<file path="config.mk">
export PLATFORM = sky130hd
export DESIGN_NAME = sdmc_top
export DESIGN_NICKNAME = d
export VERILOG_FILES = /design/src/common/sdmc_pkg.sv /design/src/rtl/sdmc_top.sv /design/src/rtl/sdmc_atten_ramp.sv
export SDC_FILE = /design/constraint.sdc
export NUM_CORES = 1
export LEC_CHECK = 0
export BUFFER_PORTS_ARGS = -buffer_cell sky130_fd_sc_hd__buf_4
export CAP_MARGIN = 20
export CORE_ASPECT_RATIO = 1.25
export CORE_MARGIN = 2
export CORE_UTILIZATION = 35
export CTS_BUF_LIST = sky130_fd_sc_hd__clkbuf_16
export DETAILED_ROUTE_END_ITERATION = 10
export PLACE_DENSITY = 0.48
export SETUP_SLACK_MARGIN = 0.5
export SYNTH_ARGS = -nofsm -noshare
export SYNTH_HDL_FRONTEND = slang
export SYNTH_SLANG_ARGS = --single-unit
</file>
<file path="constraint.sdc">
create_clock -name clk -period 7.9 [get_ports clk]
set_input_delay 0.395 -clock clk [delete_from_list [all_inputs] [get_ports clk]]
set_output_delay 0.395 -clock clk [all_outputs]
set_load 0.01 [all_outputs]
</file>
<file path="src/common/sdmc_pkg.sv">
// sdmc_pkg: register map, field positions, defaults and enums of the dac mode control
package sdmc_pkg;
  // ****************************************
  // control word layout
  // ****************************************
  localparam logic [4:0] WORD_BITS      = 5'h10;
  localparam int         WORD_MSB       = 15;
  localparam int         IDX_MSB        = 14;
  localparam int         IDX_LSB        = 8;
  localparam int         DATA_MSB       = 7;

  // ****************************************
  // register indices
  // ****************************************
  localparam logic [6:0] IDX_LEFT_ATT   = 7'h10;
  localparam logic [6:0] IDX_RIGHT_ATT  = 7'h11;
  localparam logic [6:0] IDX_MUTE_OSR   = 7'h12;
  localparam logic [6:0] IDX_CHAN_DEEMP = 7'h13;
  localparam logic [6:0] IDX_FMT_FILT   = 7'h14;
  localparam logic [6:0] IDX_ZF_PHASE   = 7'h16;

  // ****************************************
  // field positions
  // ****************************************
  localparam int         MUTE_L_BIT     = 0;
  localparam int         MUTE_R_BIT     = 1;
  localparam int         OVER_BIT       = 6;
  localparam int         SOFT_RESET_BIT_BIT       = 7;
  localparam int         DIS_L_BIT      = 0;
  localparam int         DIS_R_BIT      = 1;
  localparam int         DEEMP_EN_BIT   = 4;
  localparam int         DMF_LSB        = 5;
  localparam int         DMF_MSB        = 6;
  localparam int         FMT_LSB        = 0;
  localparam int         FMT_MSB        = 2;
  localparam int         FLT_BIT        = 5;
  localparam int         PHASE_BIT      = 0;
  localparam int         POL_BIT        = 1;
  localparam int         COMMON_BIT     = 2;

  // ****************************************
  // reset values and codes
  // ****************************************
  localparam logic [7:0] ATT_RESET      = 8'hFF;
  localparam logic [7:0] ATT_MUTE_CODE  = 8'h80;
  localparam logic [7:0] MUTE_OSR_RESET = 8'h00;
  localparam logic [7:0] CHAN_RESET     = 8'h00;
  localparam logic [7:0] FMT_RESET      = 8'h05;
  localparam logic [7:0] ZF_RESET       = 8'h00;
  localparam logic [2:0] FMT_RJ16       = 3'h3;
  localparam logic [2:0] FMT_I2S        = 3'h4;
  localparam logic [1:0] DMF_441        = 2'h0;

  // ****************************************
  // timing counts
  // ****************************************
  localparam int         FS_PER_STEP    = 8;
  localparam int         RESET_CYCLES   = 1024;

  typedef enum logic [1:0] {OSR_32X, OSR_64X, OSR_128X} sdmc_osr_t;
  typedef enum logic {PORT_IDLE, PORT_SHIFT} sdmc_port_t;
endpackage

</file>
<file path="src/rtl/sdmc_top.sv">
// sdmc_top: mode control of a stereo dac, pin mode and 3-wire register mode
`timescale 1ns/100ps
module sdmc_top (
  input  wire logic                clk,
  input  wire logic                sys_rst,
  input  wire logic                hw_mode_pin,
  input  wire logic                format_select,
  input  wire logic                deemphasis_pin,
  input  wire logic                mute_pin,
  input  wire logic                port_latch,
  input  wire logic                port_bit_clock,
  input  wire logic                port_serial_data,
  input  wire logic                sample_clock,
  input  wire logic                clock_ratio_low,
  output logic [2:0]               audio_format_r,
  output logic                     filter_slow_r,
  output logic                     deemphasis_on_r,
  output logic [1:0]               deemphasis_rate_r,
  output sdmc_pkg::sdmc_osr_t      osr_select_r,
  output logic [7:0]               left_level_r,
  output logic [7:0]               right_level_r,
  output logic                     left_zero_force_r,
  output logic                     right_zero_force_r,
  output logic                     output_phase_invert_r,
  output logic                     common_flag_select_r,
  output logic                     flag_polarity_r,
  output logic                     reset_busy_r
);
  import sdmc_pkg::*;

  localparam int STEP_W = $clog2(FS_PER_STEP);
  localparam int RST_W  = $clog2(RESET_CYCLES) + 1;

  // ****************************************
  // pin synchronisers
  // ****************************************
  logic [7:0] in_meta_r;
  logic [7:0] in_sync_r;
  logic [1:0] in_prev_r;
  logic       latch_s;
  logic       bclk_s;
  logic       data_s;
  logic       fs_s;
  logic       hw_s;
  logic       fmt_pin_s;
  logic       deemp_s;
  logic       mute_s;
  logic       bclk_rise;
  logic       fs_rise;

  always_ff @(posedge clk) begin
    if (sys_rst) begin
      in_meta_r <= 8'h01;
      in_sync_r <= 8'h01;
      in_prev_r <= 2'h0;
    end else begin
      in_meta_r <= {mute_pin, deemphasis_pin, format_select, hw_mode_pin,
                    sample_clock, port_serial_data, port_bit_clock, port_latch};
      in_sync_r <= in_meta_r;
      in_prev_r <= {in_sync_r[3], in_sync_r[1]};
    end
  end

  assign latch_s   = in_sync_r[0];
  assign bclk_s    = in_sync_r[1];
  assign data_s    = in_sync_r[2];
  assign fs_s      = in_sync_r[3];
  assign hw_s      = in_sync_r[4];
  assign fmt_pin_s = in_sync_r[5];
  assign deemp_s   = in_sync_r[6];
  assign mute_s    = in_sync_r[7];
  assign bclk_rise = bclk_s & ~in_prev_r[0];
  assign fs_rise   = fs_s & ~in_prev_r[1];

  // ****************************************
  // serial control port
  // ****************************************
  sdmc_port_t  port_state_r;
  sdmc_port_t  port_state_nxt;
  logic [15:0] shift_r;
  logic [15:0] shift_nxt;
  logic [4:0]  bit_cnt_r;
  logic [4:0]  bit_cnt_nxt;
  logic        word_done;

  always_comb begin
    port_state_nxt = port_state_r;
    shift_nxt      = shift_r;
    bit_cnt_nxt    = bit_cnt_r;
    case (port_state_r)
      PORT_IDLE: begin
        if (!latch_s) begin
          port_state_nxt = PORT_SHIFT;
          bit_cnt_nxt    = 5'h00;
        end
      end
      PORT_SHIFT: begin
        if (latch_s) begin
          port_state_nxt = PORT_IDLE;
        end else if (bclk_rise && (bit_cnt_r < WORD_BITS)) begin
          shift_nxt   = {shift_r[14:0], data_s};
          bit_cnt_nxt = bit_cnt_r + 5'h01;
        end
      end
      default: begin
        port_state_nxt = PORT_IDLE;
      end
    endcase
  end

  always_ff @(posedge clk) begin
    if (sys_rst) begin
      port_state_r <= PORT_IDLE;
      shift_r      <= 16'h0000;
      bit_cnt_r    <= 5'h00;
    end else begin
      port_state_r <= port_state_nxt;
      shift_r      <= shift_nxt;
      bit_cnt_r    <= bit_cnt_nxt;
    end
  end

  // ****************************************
  // index decode
  // ****************************************
  logic [6:0] wr_idx;
  logic [7:0] wr_data;
  logic       wr_en;
  logic       hit_left;
  logic       hit_right;
  logic       hit_mute;
  logic       hit_chan;
  logic       hit_fmt;
  logic       hit_zf;
  logic       hit_any;
  logic       soft_reset_bit_go;

  assign word_done = (port_state_r == PORT_SHIFT) && latch_s && (bit_cnt_r == WORD_BITS);
  assign wr_idx    = shift_r[IDX_MSB:IDX_LSB];
  assign wr_data   = shift_r[DATA_MSB:0];
  assign wr_en     = word_done && !shift_r[WORD_MSB];
  assign hit_left  = wr_en && (wr_idx == IDX_LEFT_ATT);
  assign hit_right = wr_en && (wr_idx == IDX_RIGHT_ATT);
  assign hit_mute  = wr_en && (wr_idx == IDX_MUTE_OSR);
  assign hit_chan  = wr_en && (wr_idx == IDX_CHAN_DEEMP);
  assign hit_fmt   = wr_en && (wr_idx == IDX_FMT_FILT);
  assign hit_zf    = wr_en && (wr_idx == IDX_ZF_PHASE);
  assign hit_any   = hit_left | hit_right | hit_mute | hit_chan | hit_fmt | hit_zf;
  assign soft_reset_bit_go   = hit_mute && wr_data[SOFT_RESET_BIT_BIT];

  // ****************************************
  // mode registers
  // ****************************************
  logic [7:0] left_att_r;
  logic [7:0] right_att_r;
  logic [7:0] mute_ctl_r;
  logic [7:0] chan_ctl_r;
  logic [7:0] fmt_ctl_r;
  logic [7:0] zf_ctl_r;
  logic       regs_clear;

  assign regs_clear = sys_rst | soft_reset_bit_go;

  always_ff @(posedge clk) begin
    if (regs_clear) begin
      left_att_r  <= ATT_RESET;
      right_att_r <= ATT_RESET;
      mute_ctl_r  <= MUTE_OSR_RESET;
      chan_ctl_r  <= CHAN_RESET;
      fmt_ctl_r   <= FMT_RESET;
      zf_ctl_r    <= ZF_RESET;
    end else begin
      if (hit_left)  left_att_r  <= wr_data;
      if (hit_right) right_att_r <= wr_data;
      if (hit_mute)  mute_ctl_r  <= wr_data;
      if (hit_chan)  chan_ctl_r  <= wr_data;
      if (hit_fmt)   fmt_ctl_r   <= wr_data;
      if (hit_zf)    zf_ctl_r    <= wr_data;
    end
  end

  // ****************************************
  // reset sequence and step timing
  // ****************************************
  logic [RST_W-1:0]  rst_cnt_r;
  logic [STEP_W-1:0] fs_cnt_r;
  logic              step_tick_r;

  always_ff @(posedge clk) begin
    if (regs_clear) begin
      rst_cnt_r <= RST_W'(RESET_CYCLES);
    end else if (rst_cnt_r != '0) begin
      rst_cnt_r <= rst_cnt_r - RST_W'(1);
    end
  end

  always_ff @(posedge clk) begin
    if (sys_rst) begin
      fs_cnt_r    <= '0;
      step_tick_r <= 1'b0;
    end else begin
      fs_cnt_r    <= fs_rise ? fs_cnt_r + STEP_W'(1) : fs_cnt_r;
      step_tick_r <= fs_rise && (fs_cnt_r == STEP_W'(FS_PER_STEP - 1));
    end
  end

  // ****************************************
  // attenuators
  // ****************************************
  logic       left_mute;
  logic       right_mute;
  logic [7:0] left_code;
  logic [7:0] right_code;

  assign left_mute  = hw_s ? mute_s : mute_ctl_r[MUTE_L_BIT];
  assign right_mute = hw_s ? mute_s : mute_ctl_r[MUTE_R_BIT];
  assign left_code  = hw_s ? ATT_RESET : left_att_r;
  assign right_code = hw_s ? ATT_RESET : right_att_r;

  sdmc_atten_ramp u_left (
    .clk       (clk),
    .rst       (regs_clear),
    .step_tick (step_tick_r),
    .code      (left_code),
    .soft_mute (left_mute),
    .level_r   (left_level_r)
  );

  sdmc_atten_ramp u_right (
    .clk       (clk),
    .rst       (regs_clear),
    .step_tick (step_tick_r),
    .code      (right_code),
    .soft_mute (right_mute),
    .level_r   (right_level_r)
  );

  // ****************************************
  // mode outputs
  // ****************************************
  logic [2:0] fmt_nxt;
  sdmc_osr_t  osr_nxt;
  sdmc_osr_t  osr_sw;
  logic       over;

  assign fmt_nxt = hw_s ? (fmt_pin_s ? FMT_RJ16 : FMT_I2S) : fmt_ctl_r[FMT_MSB:FMT_LSB];
  assign over    = mute_ctl_r[OVER_BIT];
  assign osr_sw  = clock_ratio_low ? (over ? OSR_64X : OSR_32X) : (over ? OSR_128X : OSR_64X);
  assign osr_nxt = hw_s ? OSR_64X : osr_sw;

  always_ff @(posedge clk) begin
    if (sys_rst) begin
      audio_format_r        <= FMT_RESET[FMT_MSB:FMT_LSB];
      filter_slow_r         <= 1'b0;
      deemphasis_on_r       <= 1'b0;
      deemphasis_rate_r     <= DMF_441;
      osr_select_r          <= OSR_64X;
      left_zero_force_r     <= 1'b1;
      right_zero_force_r    <= 1'b1;
      output_phase_invert_r <= 1'b0;
      common_flag_select_r  <= 1'b0;
      flag_polarity_r       <= 1'b0;
      reset_busy_r          <= 1'b1;
    end else begin
      audio_format_r        <= fmt_nxt;
      osr_select_r          <= osr_nxt;
      filter_slow_r         <= !hw_s && fmt_ctl_r[FLT_BIT];
      deemphasis_on_r       <= hw_s ? deemp_s : chan_ctl_r[DEEMP_EN_BIT];
      deemphasis_rate_r     <= hw_s ? DMF_441 : chan_ctl_r[DMF_MSB:DMF_LSB];
      left_zero_force_r     <= (rst_cnt_r != '0) || (!hw_s && chan_ctl_r[DIS_L_BIT]);
      right_zero_force_r    <= (rst_cnt_r != '0) || (!hw_s && chan_ctl_r[DIS_R_BIT]);
      output_phase_invert_r <= !hw_s && zf_ctl_r[PHASE_BIT];
      common_flag_select_r  <= hw_s || zf_ctl_r[COMMON_BIT];
      flag_polarity_r       <= !hw_s && zf_ctl_r[POL_BIT];
      reset_busy_r          <= rst_cnt_r != '0;
    end
  end

  // ****************************************
  // checks
  // ****************************************
  chk_left_write: assert property (@(posedge clk) disable iff (sys_rst)
      hit_left |=> (left_att_r == $past(shift_r[7:0])))
    else $error("left attenuation not written");
  chk_unmapped_hold: assert property (@(posedge clk) disable iff (sys_rst)
      (word_done && !hit_any) |=> $stable({left_att_r, right_att_r, mute_ctl_r, chan_ctl_r, fmt_ctl_r, zf_ctl_r}))
    else $error("unmatched write changed a register");
  chk_att_default: assert property (@(posedge clk) disable iff (sys_rst)
      $fell(sys_rst) |-> (left_att_r == ATT_RESET) && (right_att_r == ATT_RESET))
    else $error("attenuation not all ones after reset");
  chk_hw_format: assert property (@(posedge clk) disable iff (sys_rst)
      hw_s |=> (audio_format_r == ($past(fmt_pin_s) ? FMT_RJ16 : FMT_I2S)))
    else $error("pin format not applied");
  chk_hw_osr: assert property (@(posedge clk) disable iff (sys_rst) hw_s |=> (osr_select_r == OSR_64X))
    else $error("pin mode oversampling not 64x");
  chk_soft_reset_bit_reload: assert property (@(posedge clk) disable iff (sys_rst)
      soft_reset_bit_go |=> (fmt_ctl_r == FMT_RESET) && (left_att_r == ATT_RESET) ##1 reset_busy_r[*2])
    else $error("soft reset did not reload defaults");
  chk_disable_zero: assert property (@(posedge clk) disable iff (sys_rst)
      (!hw_s && chan_ctl_r[DIS_L_BIT]) |=> left_zero_force_r)
    else $error("disabled left channel not forced to zero");
  chk_deemph_pin: assert property (@(posedge clk) disable iff (sys_rst)
      hw_s |=> (deemphasis_on_r == $past(deemp_s)) && (deemphasis_rate_r == DMF_441))
    else $error("pin deemphasis not applied");
  chk_osr_high: assert property (@(posedge clk) disable iff (sys_rst)
      (!hw_s && !clock_ratio_low && over) |=> (osr_select_r == OSR_128X))
    else $error("over bit did not select 128x");
  cov_left_write: cover property (@(posedge clk) disable iff (sys_rst) hit_left);
  cov_soft_reset: cover property (@(posedge clk) disable iff (sys_rst) soft_reset_bit_go);
  cov_left_muted: cover property (@(posedge clk) disable iff (sys_rst) left_level_r == ATT_MUTE_CODE);
endmodule // sdmc_top

</file>
<file path="src/rtl/sdmc_atten_ramp.sv">
// sdmc_atten_ramp: one channel attenuator that steps toward its target level
`timescale 1ns/100ps
module sdmc_atten_ramp (
  input  wire logic       clk,
  input  wire logic       rst,
  input  wire logic       step_tick,
  input  wire logic [7:0] code,
  input  wire logic       soft_mute,
  output logic      [7:0] level_r
);
  import sdmc_pkg::*;

  logic [7:0] target;

  assign target = (soft_mute || (code <= ATT_MUTE_CODE)) ? ATT_MUTE_CODE : code;

  always_ff @(posedge clk) begin
    if (rst) begin
      level_r <= ATT_RESET;
    end else if (step_tick && (level_r < target)) begin
      level_r <= level_r + 8'h01;
    end else if (step_tick && (level_r > target)) begin
      level_r <= level_r - 8'h01;
    end
  end

  // ****************************************
  // checks
  // ****************************************
  chk_step_gated: assert property (@(posedge clk) disable iff (rst) (!step_tick && !rst) |=> $stable(level_r))
    else $error("level moved without a step tick");
  chk_step_up_one: assert property (@(posedge clk) disable iff (rst)
      (step_tick && !rst && (level_r < target)) |=> (level_r == $past(level_r) + 8'h01))
    else $error("level did not rise by one step");
  chk_mute_floor: assert property (@(posedge clk) disable iff (rst) level_r >= ATT_MUTE_CODE)
    else $error("level fell below the mute code");
endmodule // sdmc_atten_ramp

</file>
### Yosys cells after proc, flatten, opt, wreduce, memory -nomap -nowiden

Index checks and enable logic that the tools add are counted.

| storage, ports and cells | value |
|---|---|
| input bits | 11 |
| output and inout bits | 31 |
| register bits after elaboration | 125 |
| logic and storage cells | 115 |

| operators by class | value |
|---|---|
| $lt $le $gt $ge | 7 |
| add/sub/neg operators | 7 |
| mux-type cells | 21 |
| bitwise logic cells | 7 |
| reduce and logical (&&, ||, !) cells | 34 |
| eq/ne operators | 11 |

Operator list:

| kind | number |
|---|---|
| 8-bit 2-to-1 mux | 8 |
| 7-bit by 5-bit == test with 1-bit output, second input constant | 6 |
| 1-bit logical AND | 21 |
| 8-bit by 1-bit adder with 8-bit output, second input constant | 2 |
| 8-bit > comparator | 2 |
| 8-bit <= comparator, second input constant | 2 |
| 8-bit less-than comparator | 2 |
| 8-bit by 1-bit subtractor with 8-bit output, second input constant | 2 |
| 5-bit 2-to-1 mux | 3 |
| 11-bit nonzero test | 1 |
| 11-bit by 1-bit subtractor with 11-bit output, second input constant | 1 |
| 5-bit case mux with 2 select lines | 1 |
| 3-bit 2-to-1 mux | 2 |
| 3-bit AND reduction | 2 |
| 5-bit by 1-bit adder with 5-bit output, second input constant | 1 |
| 5-bit == test, second input constant | 1 |
| 1-bit logical OR | 5 |
| 5-bit less-than comparator, second input constant | 1 |
| 1-bit 2-to-1 mux | 5 |
| 2-bit 2-to-1 mux | 2 |
| 2-bit != test, second input constant | 2 |
| 1-bit inverter | 4 |
| 2-bit nonzero test | 2 |
| 3-bit by 1-bit adder with 3-bit output, second input constant | 1 |
| other kinds (6) | 8 |

### Depth between registers and ports, before layout

Gate-level depths: netlist of the first run.

| depth | value |
|---|---|
| depth after elaboration | 8 |
| depth in mapped cells | 17 |
| gate-level depth less buffers | 16 |

### Cells and area by module

From an unflattened synthesis of the first run, not the netlist that was laid out.

| unflattened totals | value |
|---|---|
| cell total of the unflattened synthesis | 611 |
| area total of the unflattened synthesis | 5531.6 sq um |

By module, submodules not included:

| module | area each (sq um) | times used | sequential area each (sq um) | cells an instance |
|---|---|---|---|---|
| sdmc_top | 3854.9 | 1 | 2021.9 | 403 |
| sdmc_atten_ramp | 838.3 | 2 | 160.2 | 104 |

### Worst setup path before layout of the first run

Ideal clock, no wire load.

| timing | value |
|---|---|
| path type | register -> register |
| from | reg in_sync_r[4] |
| to | reg u_left.level_r[7] |
| arrival time | 3.470 ns |
| library setup time | 0.119 ns |
| cell stages (with the launch flop) | 18 |
| setup slack | 4.310 ns |
| period minus slack after synthesis | 3.590 ns |
| data required time | 7.781 ns |
| buffers on the path | 1 |
| cells stage by stage | dfxtp_1 clkbuf_1 nor2_1 nand2_1 nand2_1 o21ai_0 ha_1 nor2b_1 o211a_1 o21ba_1 or2_2 ha_1 a21oi_1 o21ai_0 a2111oi_0 nor3_1 mux2_2 mux2i_1 |

| on the way | value |
|---|---|
| cells in the longest elaborated chain, start to end | 7 |
| elaborated cells between the ends (all ways) | 11 |
| those cells by class | order compare: 3; mux: 4; reduce/logical: 4 |

Ends and longest elaborated chain:

| item | line | RTL |
|---|---|---|
| start, declared | sdmc_top.sv:38 | `logic [7:0] in_sync_r;` |
| start signal, assigned | sdmc_top.sv:59 | `in_sync_r <= in_meta_r;` |
| 8-bit 2-to-1 mux | sdmc_top.sv:217 | `assign left_code = hw_s ? ATT_RESET : left_att_r;` |
| 8-bit <= comparator | sdmc_atten_ramp.sv:15 | `assign target = (soft_mute \|\| (code <= ATT_MUTE_CODE)) ? ATT_MUTE_CODE : code;` |
| 1-bit logical OR | sdmc_atten_ramp.sv:15 |  |
| 8-bit 2-to-1 mux * | sdmc_atten_ramp.sv:15 |  |
| 8-bit less-than comparator / 8-bit > comparator (equally long branches) | sdmc_atten_ramp.sv:20, sdmc_atten_ramp.sv:22 |  |
| 1-bit logical AND, on equally long branches | sdmc_atten_ramp.sv:20, sdmc_atten_ramp.sv:22 |  |
| 8-bit 2-to-1 mux / 2-bit nonzero test (equally long branches) | n/a |  |
| end signal, assigned | sdmc_atten_ramp.sv:21 | `level_r <= level_r + 8'h01;` |
| end signal, assigned | sdmc_atten_ramp.sv:23 | `level_r <= level_r - 8'h01;` |
| end, declared | sdmc_atten_ramp.sv:9 | `output logic [7:0] level_r` |

Every way passes the cells marked *; elsewhere a longest branch is shown, timed or not.
A chain may end at the register's enable or synchronous reset.

### Worst setup path in the final report of the first run

Ends and elaborated chain as after synthesis.

==> results of run 1 <==
-- placed cells by master, fill, tap and decap left out, types with 14 or more instances in the layout --
master     count
clkbuf_16     17
ha_1          34
nand2_1       87
inv_1         15
xnor2_1       14
dfxtp_1      117
nor2_1        50
mux2i_1       37
a21oi_1       39
nor2b_1       19
buf_4         43
o21ai_0       24
-- stage by stage --
stage	std cells	total power [mW]
detailed placement	765	0.811
global placement	765	0.805
floorplan	565	0.778
CTS	796	1.53
global route	796	1.58
finish	796	1.51
-- report_power, final --
group / total, mW / switching [mW] / internal (mW)
clock: 0.709 / 0.258 / 0.452
sequential: 0.651 / 0.0295 / 0.621
combinational: 0.146 / 0.0761 / 0.0696
-- worst paths after layout --
path | end | slack [ns] | cells past startpoint
setup / recovery | u_left.level_r[7] | 3.58 | 15
hold / removal | in_meta_r[0] | 0.17 | 2
setup reg to reg | u_left.level_r[7] | 3.58 | 15
hold reg to reg | in_sync_r[0] | 0.41 | 1
-- metal layers --
metal	GRT usage, %	vias up
met1	17.8	1838
met4	6.35	0
met5	0	-
met3	4.63	14
li1	-	2024
met2	24.7	57
-- state kept, by name, indices dropped and copies added (netlist names), 3 cells and up --
| name | cells |
|---|---|
| u_right.level_r | 8 |
| audio_format_r | 3 |
| bit_cnt_r | 5 |
| in_meta_r | 8 |
| u_left.level_r | 8 |
| in_sync_r | 8 |
| fmt_ctl_r | 4 |
| chan_ctl_r | 5 |
| rst_cnt_r | 11 |
| left_att_r | 8 |
| mute_ctl_r | 3 |
| fs_cnt_r | 3 |
| zf_ctl_r | 3 |
| right_att_r | 8 |
| shift_r | 16 |
-- cell families after synthesis --
family	count (synthesis)
flops	117
compound gates	103
buf+inv	36
mux	38
fa+ha+maj	36
other cells	1
xor+xnor	21
simple gates	212
-- layout make-up --
class,instances,share of cell area [%]
multi-input combinational,412,43.9
sequential,117,37.6
clock inverter,14,1.93
timing repair buffer,43,5.19
clock buffer,17,6.83
inverter,15,0.905
tap,178,3.58
==> results.json, run 1 <==
{
  "status": "finished with violations",
  "violations": "design-rule violations",
  "cp.arrival_ns": 4.61,
  "synth_cells": 564,
  "synth_area_leaders": "dfxtp_1 (45%), ha_1 (8.2%), mux2i_1 (7.1%)",
  "worstPathMaxFanout": 22,
  "synthAdderAreaFrac_pct": 8.93,
  "synth-xor-area-share_pct": 3.53,
  "drtAntennaViolNets": 0,
  "grtUsageTotal_pct": 14.9,
  "mappedNetlistArea_um2": 5220,
  "worst-path-buf-inv": 0,
  "multi_input_area_um2": 2740,
  "hp-class": "in -> reg",
  "cp-end-kind": "register",
  "synth_seq_area_share_pct": 44.9,
  "clk_path_buf_depth": 2,
  "synth.avg_cell_area_um2": 9.25,
  "ctsHoldBuffers": 0,
  "synth_cell_type_count": 59,
  "setup_viol": 0,
  "final.fill_count": 1447,
  "routedWlPerCell_um": 13.8,
  "portBuffers": 41,
  "synth-edff-count": 0,
  "start_util_pct": 36.0,
  "root_buffer": "clkbuf_16",
  "synth-simple-area-share_pct": 20.1,
  "cts-resized-gates": 0,
  "met3_length_um": 368,
  "synth_common_cells": "dfxtp_1 (117), nand2_1 (87), nor2_1 (50), a21oi_1 (39), mux2i_1 (37)",
  "routed.top_layer": "met4",
  "n_antenna_cell": 0,
  "clock_latency_ns": 0.41,
  "grt_setup_unrepaired": "false",
  "h-tree-depth": 4,
  "fin_nets": 653,
  "wl_met1_um": 4970,
  "post-place-ws_ns": 3.59,
  "synthMostInstantiatedCell": "dfxtp_1",
  "clkTransAtPathRegs_ns": 0.05,
  "hpwlAfterDp_um": 7740,
  "via_count": 3933,
  "cts.sinks": 117,
  "antenna_found_initial": 0,
  "cp_cell_sequence": "nand2b_1, nand2_1, o21ai_0, ha_1, nor2b_1, o211a_1, o21ba_1, or2_2, ha_1, a21oi_1, o21ai_0, a2111oi_0, nor3_1, mux2_2, mux2i_1",
  "maxCapViolations": 0,
  "dr.pass1.iters": 7,
  "gp_congestion": 0.826,
  "max_freq_ghz": 0.232,
  "cp_slowest_cell": "dfxtp_1",
  "grt_first_pass_wirelength_um": 18800,
  "finClkSkew_ns": 0.00802,
  "hold_viol": 0,
  "worstMarginPinSlew_ns": 0.899,
  "totalWireLength_um": 11000,
  "maxSlewViolCount": 0,
  "routed_via_density": 4.94,
  "drive_gt1_share_pct": 13.4,
  "placed_area_um2": 5680,
  "wl_met2_um": 5480,
  "final_core_util_pct": 43.0,
  "critPathMaxStageDelay_ns": 0.79,
  "synth_compound_area_share_pct": 12.4,
  "drt-initial-drc-count": 158,
  "crit_required_ns": 8.20,
  "synth_seq_cells": 117,
  "coreArea_um2": 14500,
  "fp.dieW_um": 113,
  "timing_worst_setup_path_type": "reg -> reg",
  "synth_top_cell_area_share_pct": 44.9,
  "overflow": 0,
  "grt_max_degree": 55,
  "setup.worst_path.start": "in_sync_r[4]",
  "syn_to_final_growth_pct": 19.4,
  "peakVddDrop_mv": 0.136,
  "ff_latch_area_um2": 2340,
  "whs_ns": 0.167,
  "yosys-mux-area-fraction_pct": 7.32,
  "synth_top_area_cell": "dfxtp_1",
  "die-area_um2": 15900,
  "rows": 49,
  "setup_slack_ns": 3.58,
  "max_slew_margin_pct": 39.6,
  "die_height_um": 140,
  "crit_path_start_kind": "register",
  "synth_flop_cell": "dfxtp_1",
  "period_needed_ns": 4.32,
  "cts_buffers": 17,
  "fin_crit_sh_pct": 54.6,
  "setup-tns-final_ns": 0,
  "p_per_area_nw_per_um2": 242,
  "grt_pass1_vias": 3904,
  "synthArstFlopShare_pct": 0,
  "ys_warn_count": 0,
  "design_area_um2": 6220,
  "cp_top_family": "compound AO/OA/AOI/OAI gates",
  "p_leak_nw": 2.66,
  "hold_path_startpoint": "port_latch",
  "drc": 3,
  "cts_tree": "yes",
  "r2r-start": "in_sync_r[4]",
  "postCtsSetupBuffers": 0,
  "io_pins": 42,
  "synth_top_family_by_area": "simple AND/OR/NAND/NOR gates"
}
(Power assumes the default switching activity.)
==> run 2: changes to the inputs <==
==> constraint.sdc (replaced) <==
create_clock -name clk -period 4 [get_ports clk]
set_input_delay 0.2 -clock clk [delete_from_list [all_inputs] [get_ports clk]]
set_output_delay 0.2 -clock clk [all_outputs]
set_load 0.01 [all_outputs]
==> run 2 against run 1 <==
  * The flow still finishes with violations (design-rule violations)
  * Clock skew decreased by 0.00082 ns
  * Final cell count rose by 1.1%
  * Sequential cell count is the same
  * First-iteration DRC count is 11% higher
  * Register-to-register slack got worse by 3.0 ns
  * Critical path depth grew 1
  * Via count is 0.41% lower
  * Sequential share of layout area shrank 0.89 points
  * Design area rose by 2.6%
==> results.json, run 2 (synthesis gave the netlist of run 1 again) <==
{
  "gp_congestion": 0.789,
  "via_count": 3917,
  "max_slew_margin_pct": 41.2,
  "p_leak_nw": 2.70,
  "critPathMaxStageDelay_ns": 0.38,
  "fin_total_pwr_mw": 2.93,
  "postCtsSetupBuffers": 0,
  "maxCapViolations": 0,
  "cp_cell_sequence": "nor2_2, nand2_1, nand2_2, o21ai_0, ha_1, nor2b_1, o211a_1, o21ba_1, or2_4, ha_1, a21oi_2, o21ai_2, a2111oi_2, nor3_1, mux2_2, mux2i_1",
  "drc": 1,
  "period_needed_ns": 3.39,
  "p_clk_share_pct": 46.0,
  "start_util_pct": 36.0,
  "clk_path_buf_depth": 2,
  "layout_commonest_cell": "dfxtp_1",
  "setup-tns-final_ns": 0,
  "mostFrequentLayoutCells": "dfxtp_1 (116), nand2_1 (85), nor2_1 (47), buf_4 (45), mux2i_1 (37)",
  "violations": "design-rule violations",
  "post-place-ws_ns": 0.273,
  "drtAntennaViolNets": 0,
  "fp.dieW_um": 113,
  "rows": 49,
  "hp-class": "in -> reg",
  "crit_required_ns": 4.30,
  "final.fill_count": 1455,
  "routed_via_density": 4.87,
  "worstMarginPinSlew_ns": 0.877,
  "worstPathMaxFanout": 10,
  "grtUsageTotal_pct": 14.8,
  "io_pins": 42,
  "switching_share_pct": 24.8,
  "hpwlAfterDp_um": 7600,
  "root_buffer": "clkbuf_16",
  "cts.sinks": 117,
  "reg.largest.list": "shift_r: 16 flops, rst_cnt_r: 11 flops",
  "drt-initial-drc-count": 176,
  "cpMostUsedCell": "ha_1",
  "largest_register_ffs": 16,
  "max_freq_ghz": 0.295,
  "cp-end-kind": "register",
  "final_core_util_pct": 44.1,
  "setup_slack_ns": 0.607,
  "cts_buffers": 17,
  "layout.cells.non_filler": 805,
  "die_height_um": 140,
  "finClkSkew_ns": 0.00720,
  "peakVddDrop_mv": 0.220,
  "combPwrFrac_pct": 10.1,
  "routedWlPerCell_um": 13.8,
  "dr.pass1.iters": 7,
  "overflow": 0,
  "regMostFlops": "shift_r",
  "crit_path_start_kind": "register",
  "antenna_found_initial": 0,
  "ff_latch_area_um2": 2350,
  "p_per_area_nw_per_um2": 458,
  "dp.cells": 767,
  "p_seq_share_pct": 43.9,
  "status": "finished with violations",
  "clock_latency_ns": 0.41,
  "cp_slowest_cell": "dfxtp_4",
  "portBuffers": 41,
  "multi_input_area_um2": 2840,
  "h-tree-depth": 4,
  "fin_nets": 661,
  "setup_viol": 0,
  "hold_viol": 0,
  "timing_worst_setup_path_type": "reg -> reg",
  "clkTransAtPathRegs_ns": 0.05,
  "fin_crit_sh_pct": 84.8,
  "syn_to_final_growth_pct": 22.4,
  "drive_gt1_share_pct": 16.7,
  "grt_first_pass_wirelength_um": 18700,
  "coreArea_um2": 14500,
  "power_switching_mw": 0.726,
  "maxSlewViolCount": 0,
  "grt_max_degree": 55,
  "n_antenna_cell": 0,
  "p_int_mw": 2.20,
  "cp.arrival_ns": 3.69,
  "die-area_um2": 15900,
  "grt_pass1_vias": 3849,
  "totalWireLength_um": 11100,
  "grt_setup_unrepaired": "true",
  "cts_tree": "yes"
}
==> run 2: cell count changes in the layout (fill, tap and decap cells not counted), sizes merged <==
cell	before	now
dlygate4sd3	0	6
buf	43	45
bufinv	2	1
clkinv	8	9
inv	16	17
==> run 2: layer usage <==
metal / part of all wire, % / routed length, um / track usage [%]
met2: 47 / 5220 / 23.6
met4: 2.0 / 223 / 6.80
met3: 3.3 / 364 / 4.02
met5: 0 / 0 / 0
met1: 48 / 5310 / 18.5
==> run 2: area by class of cell <==
class	count	share of cell area, %
multi-input cells	412	44.4
flip-flops and latches	117	36.7
clock buffers	17	6.66
repair buffers	51	6.23
well taps	178	3.49
clock inverters	15	1.55
inverters	15	0.882
==> run 2: worst paths after layout <==
check	startpoint	endpoint	slack [ns]	cells after the start
setup / recovery	in_sync_r[4]	u_left.level_r[7]	0.61	16
hold / removal	mute_pin	in_meta_r[7]	0.01	2
setup reg to reg	in_sync_r[4]	u_left.level_r[7]	0.61	16
hold reg to reg	in_meta_r[0]	in_sync_r[0]	0.41	1
==> run 2: power by group through the flow <==
stage          sequential, mW  clock, mW  combinational (mW)
2_1_floorplan            1.30          0               0.240
3_3_place_gp             1.30          0               0.288
3_5_place_dp             1.31          0               0.294
4_1_cts                  1.28       1.38               0.301
5_1_grt                  1.29       1.44               0.338
6_report                 1.28       1.35               0.297
==> run 2: stage by stage <==
stage	hold slack [ns]	area [um^2]
2_1_floorplan	0.277	5220
3_3_place_gp	0.386	5700
3_5_place_dp	0.388	5700
4_1_cts	0.00921	6300
5_1_grt	0.0250	6380
6_report	0.0107	6380
==> run 2: what timing repair did <==
action / in CTS / in global routing
hold buffers: 6 / 0
hold endpoints to repair: 6 / 0
resized for setup: 8 / 16
setup endpoints to repair: 5 / 5
pin swaps: 1 / 7
==> run 2: critical path, delay by kind of cell (launching register included) <==
family / cells / cell delay, ns
adders and majority gates: 2 / 0.59
and+or+nand+nor: 6 / 0.80
DFF: 1 / 0.38
muxes: 2 / 0.40
AOI/OAI and AO/OA: 6 / 1.09
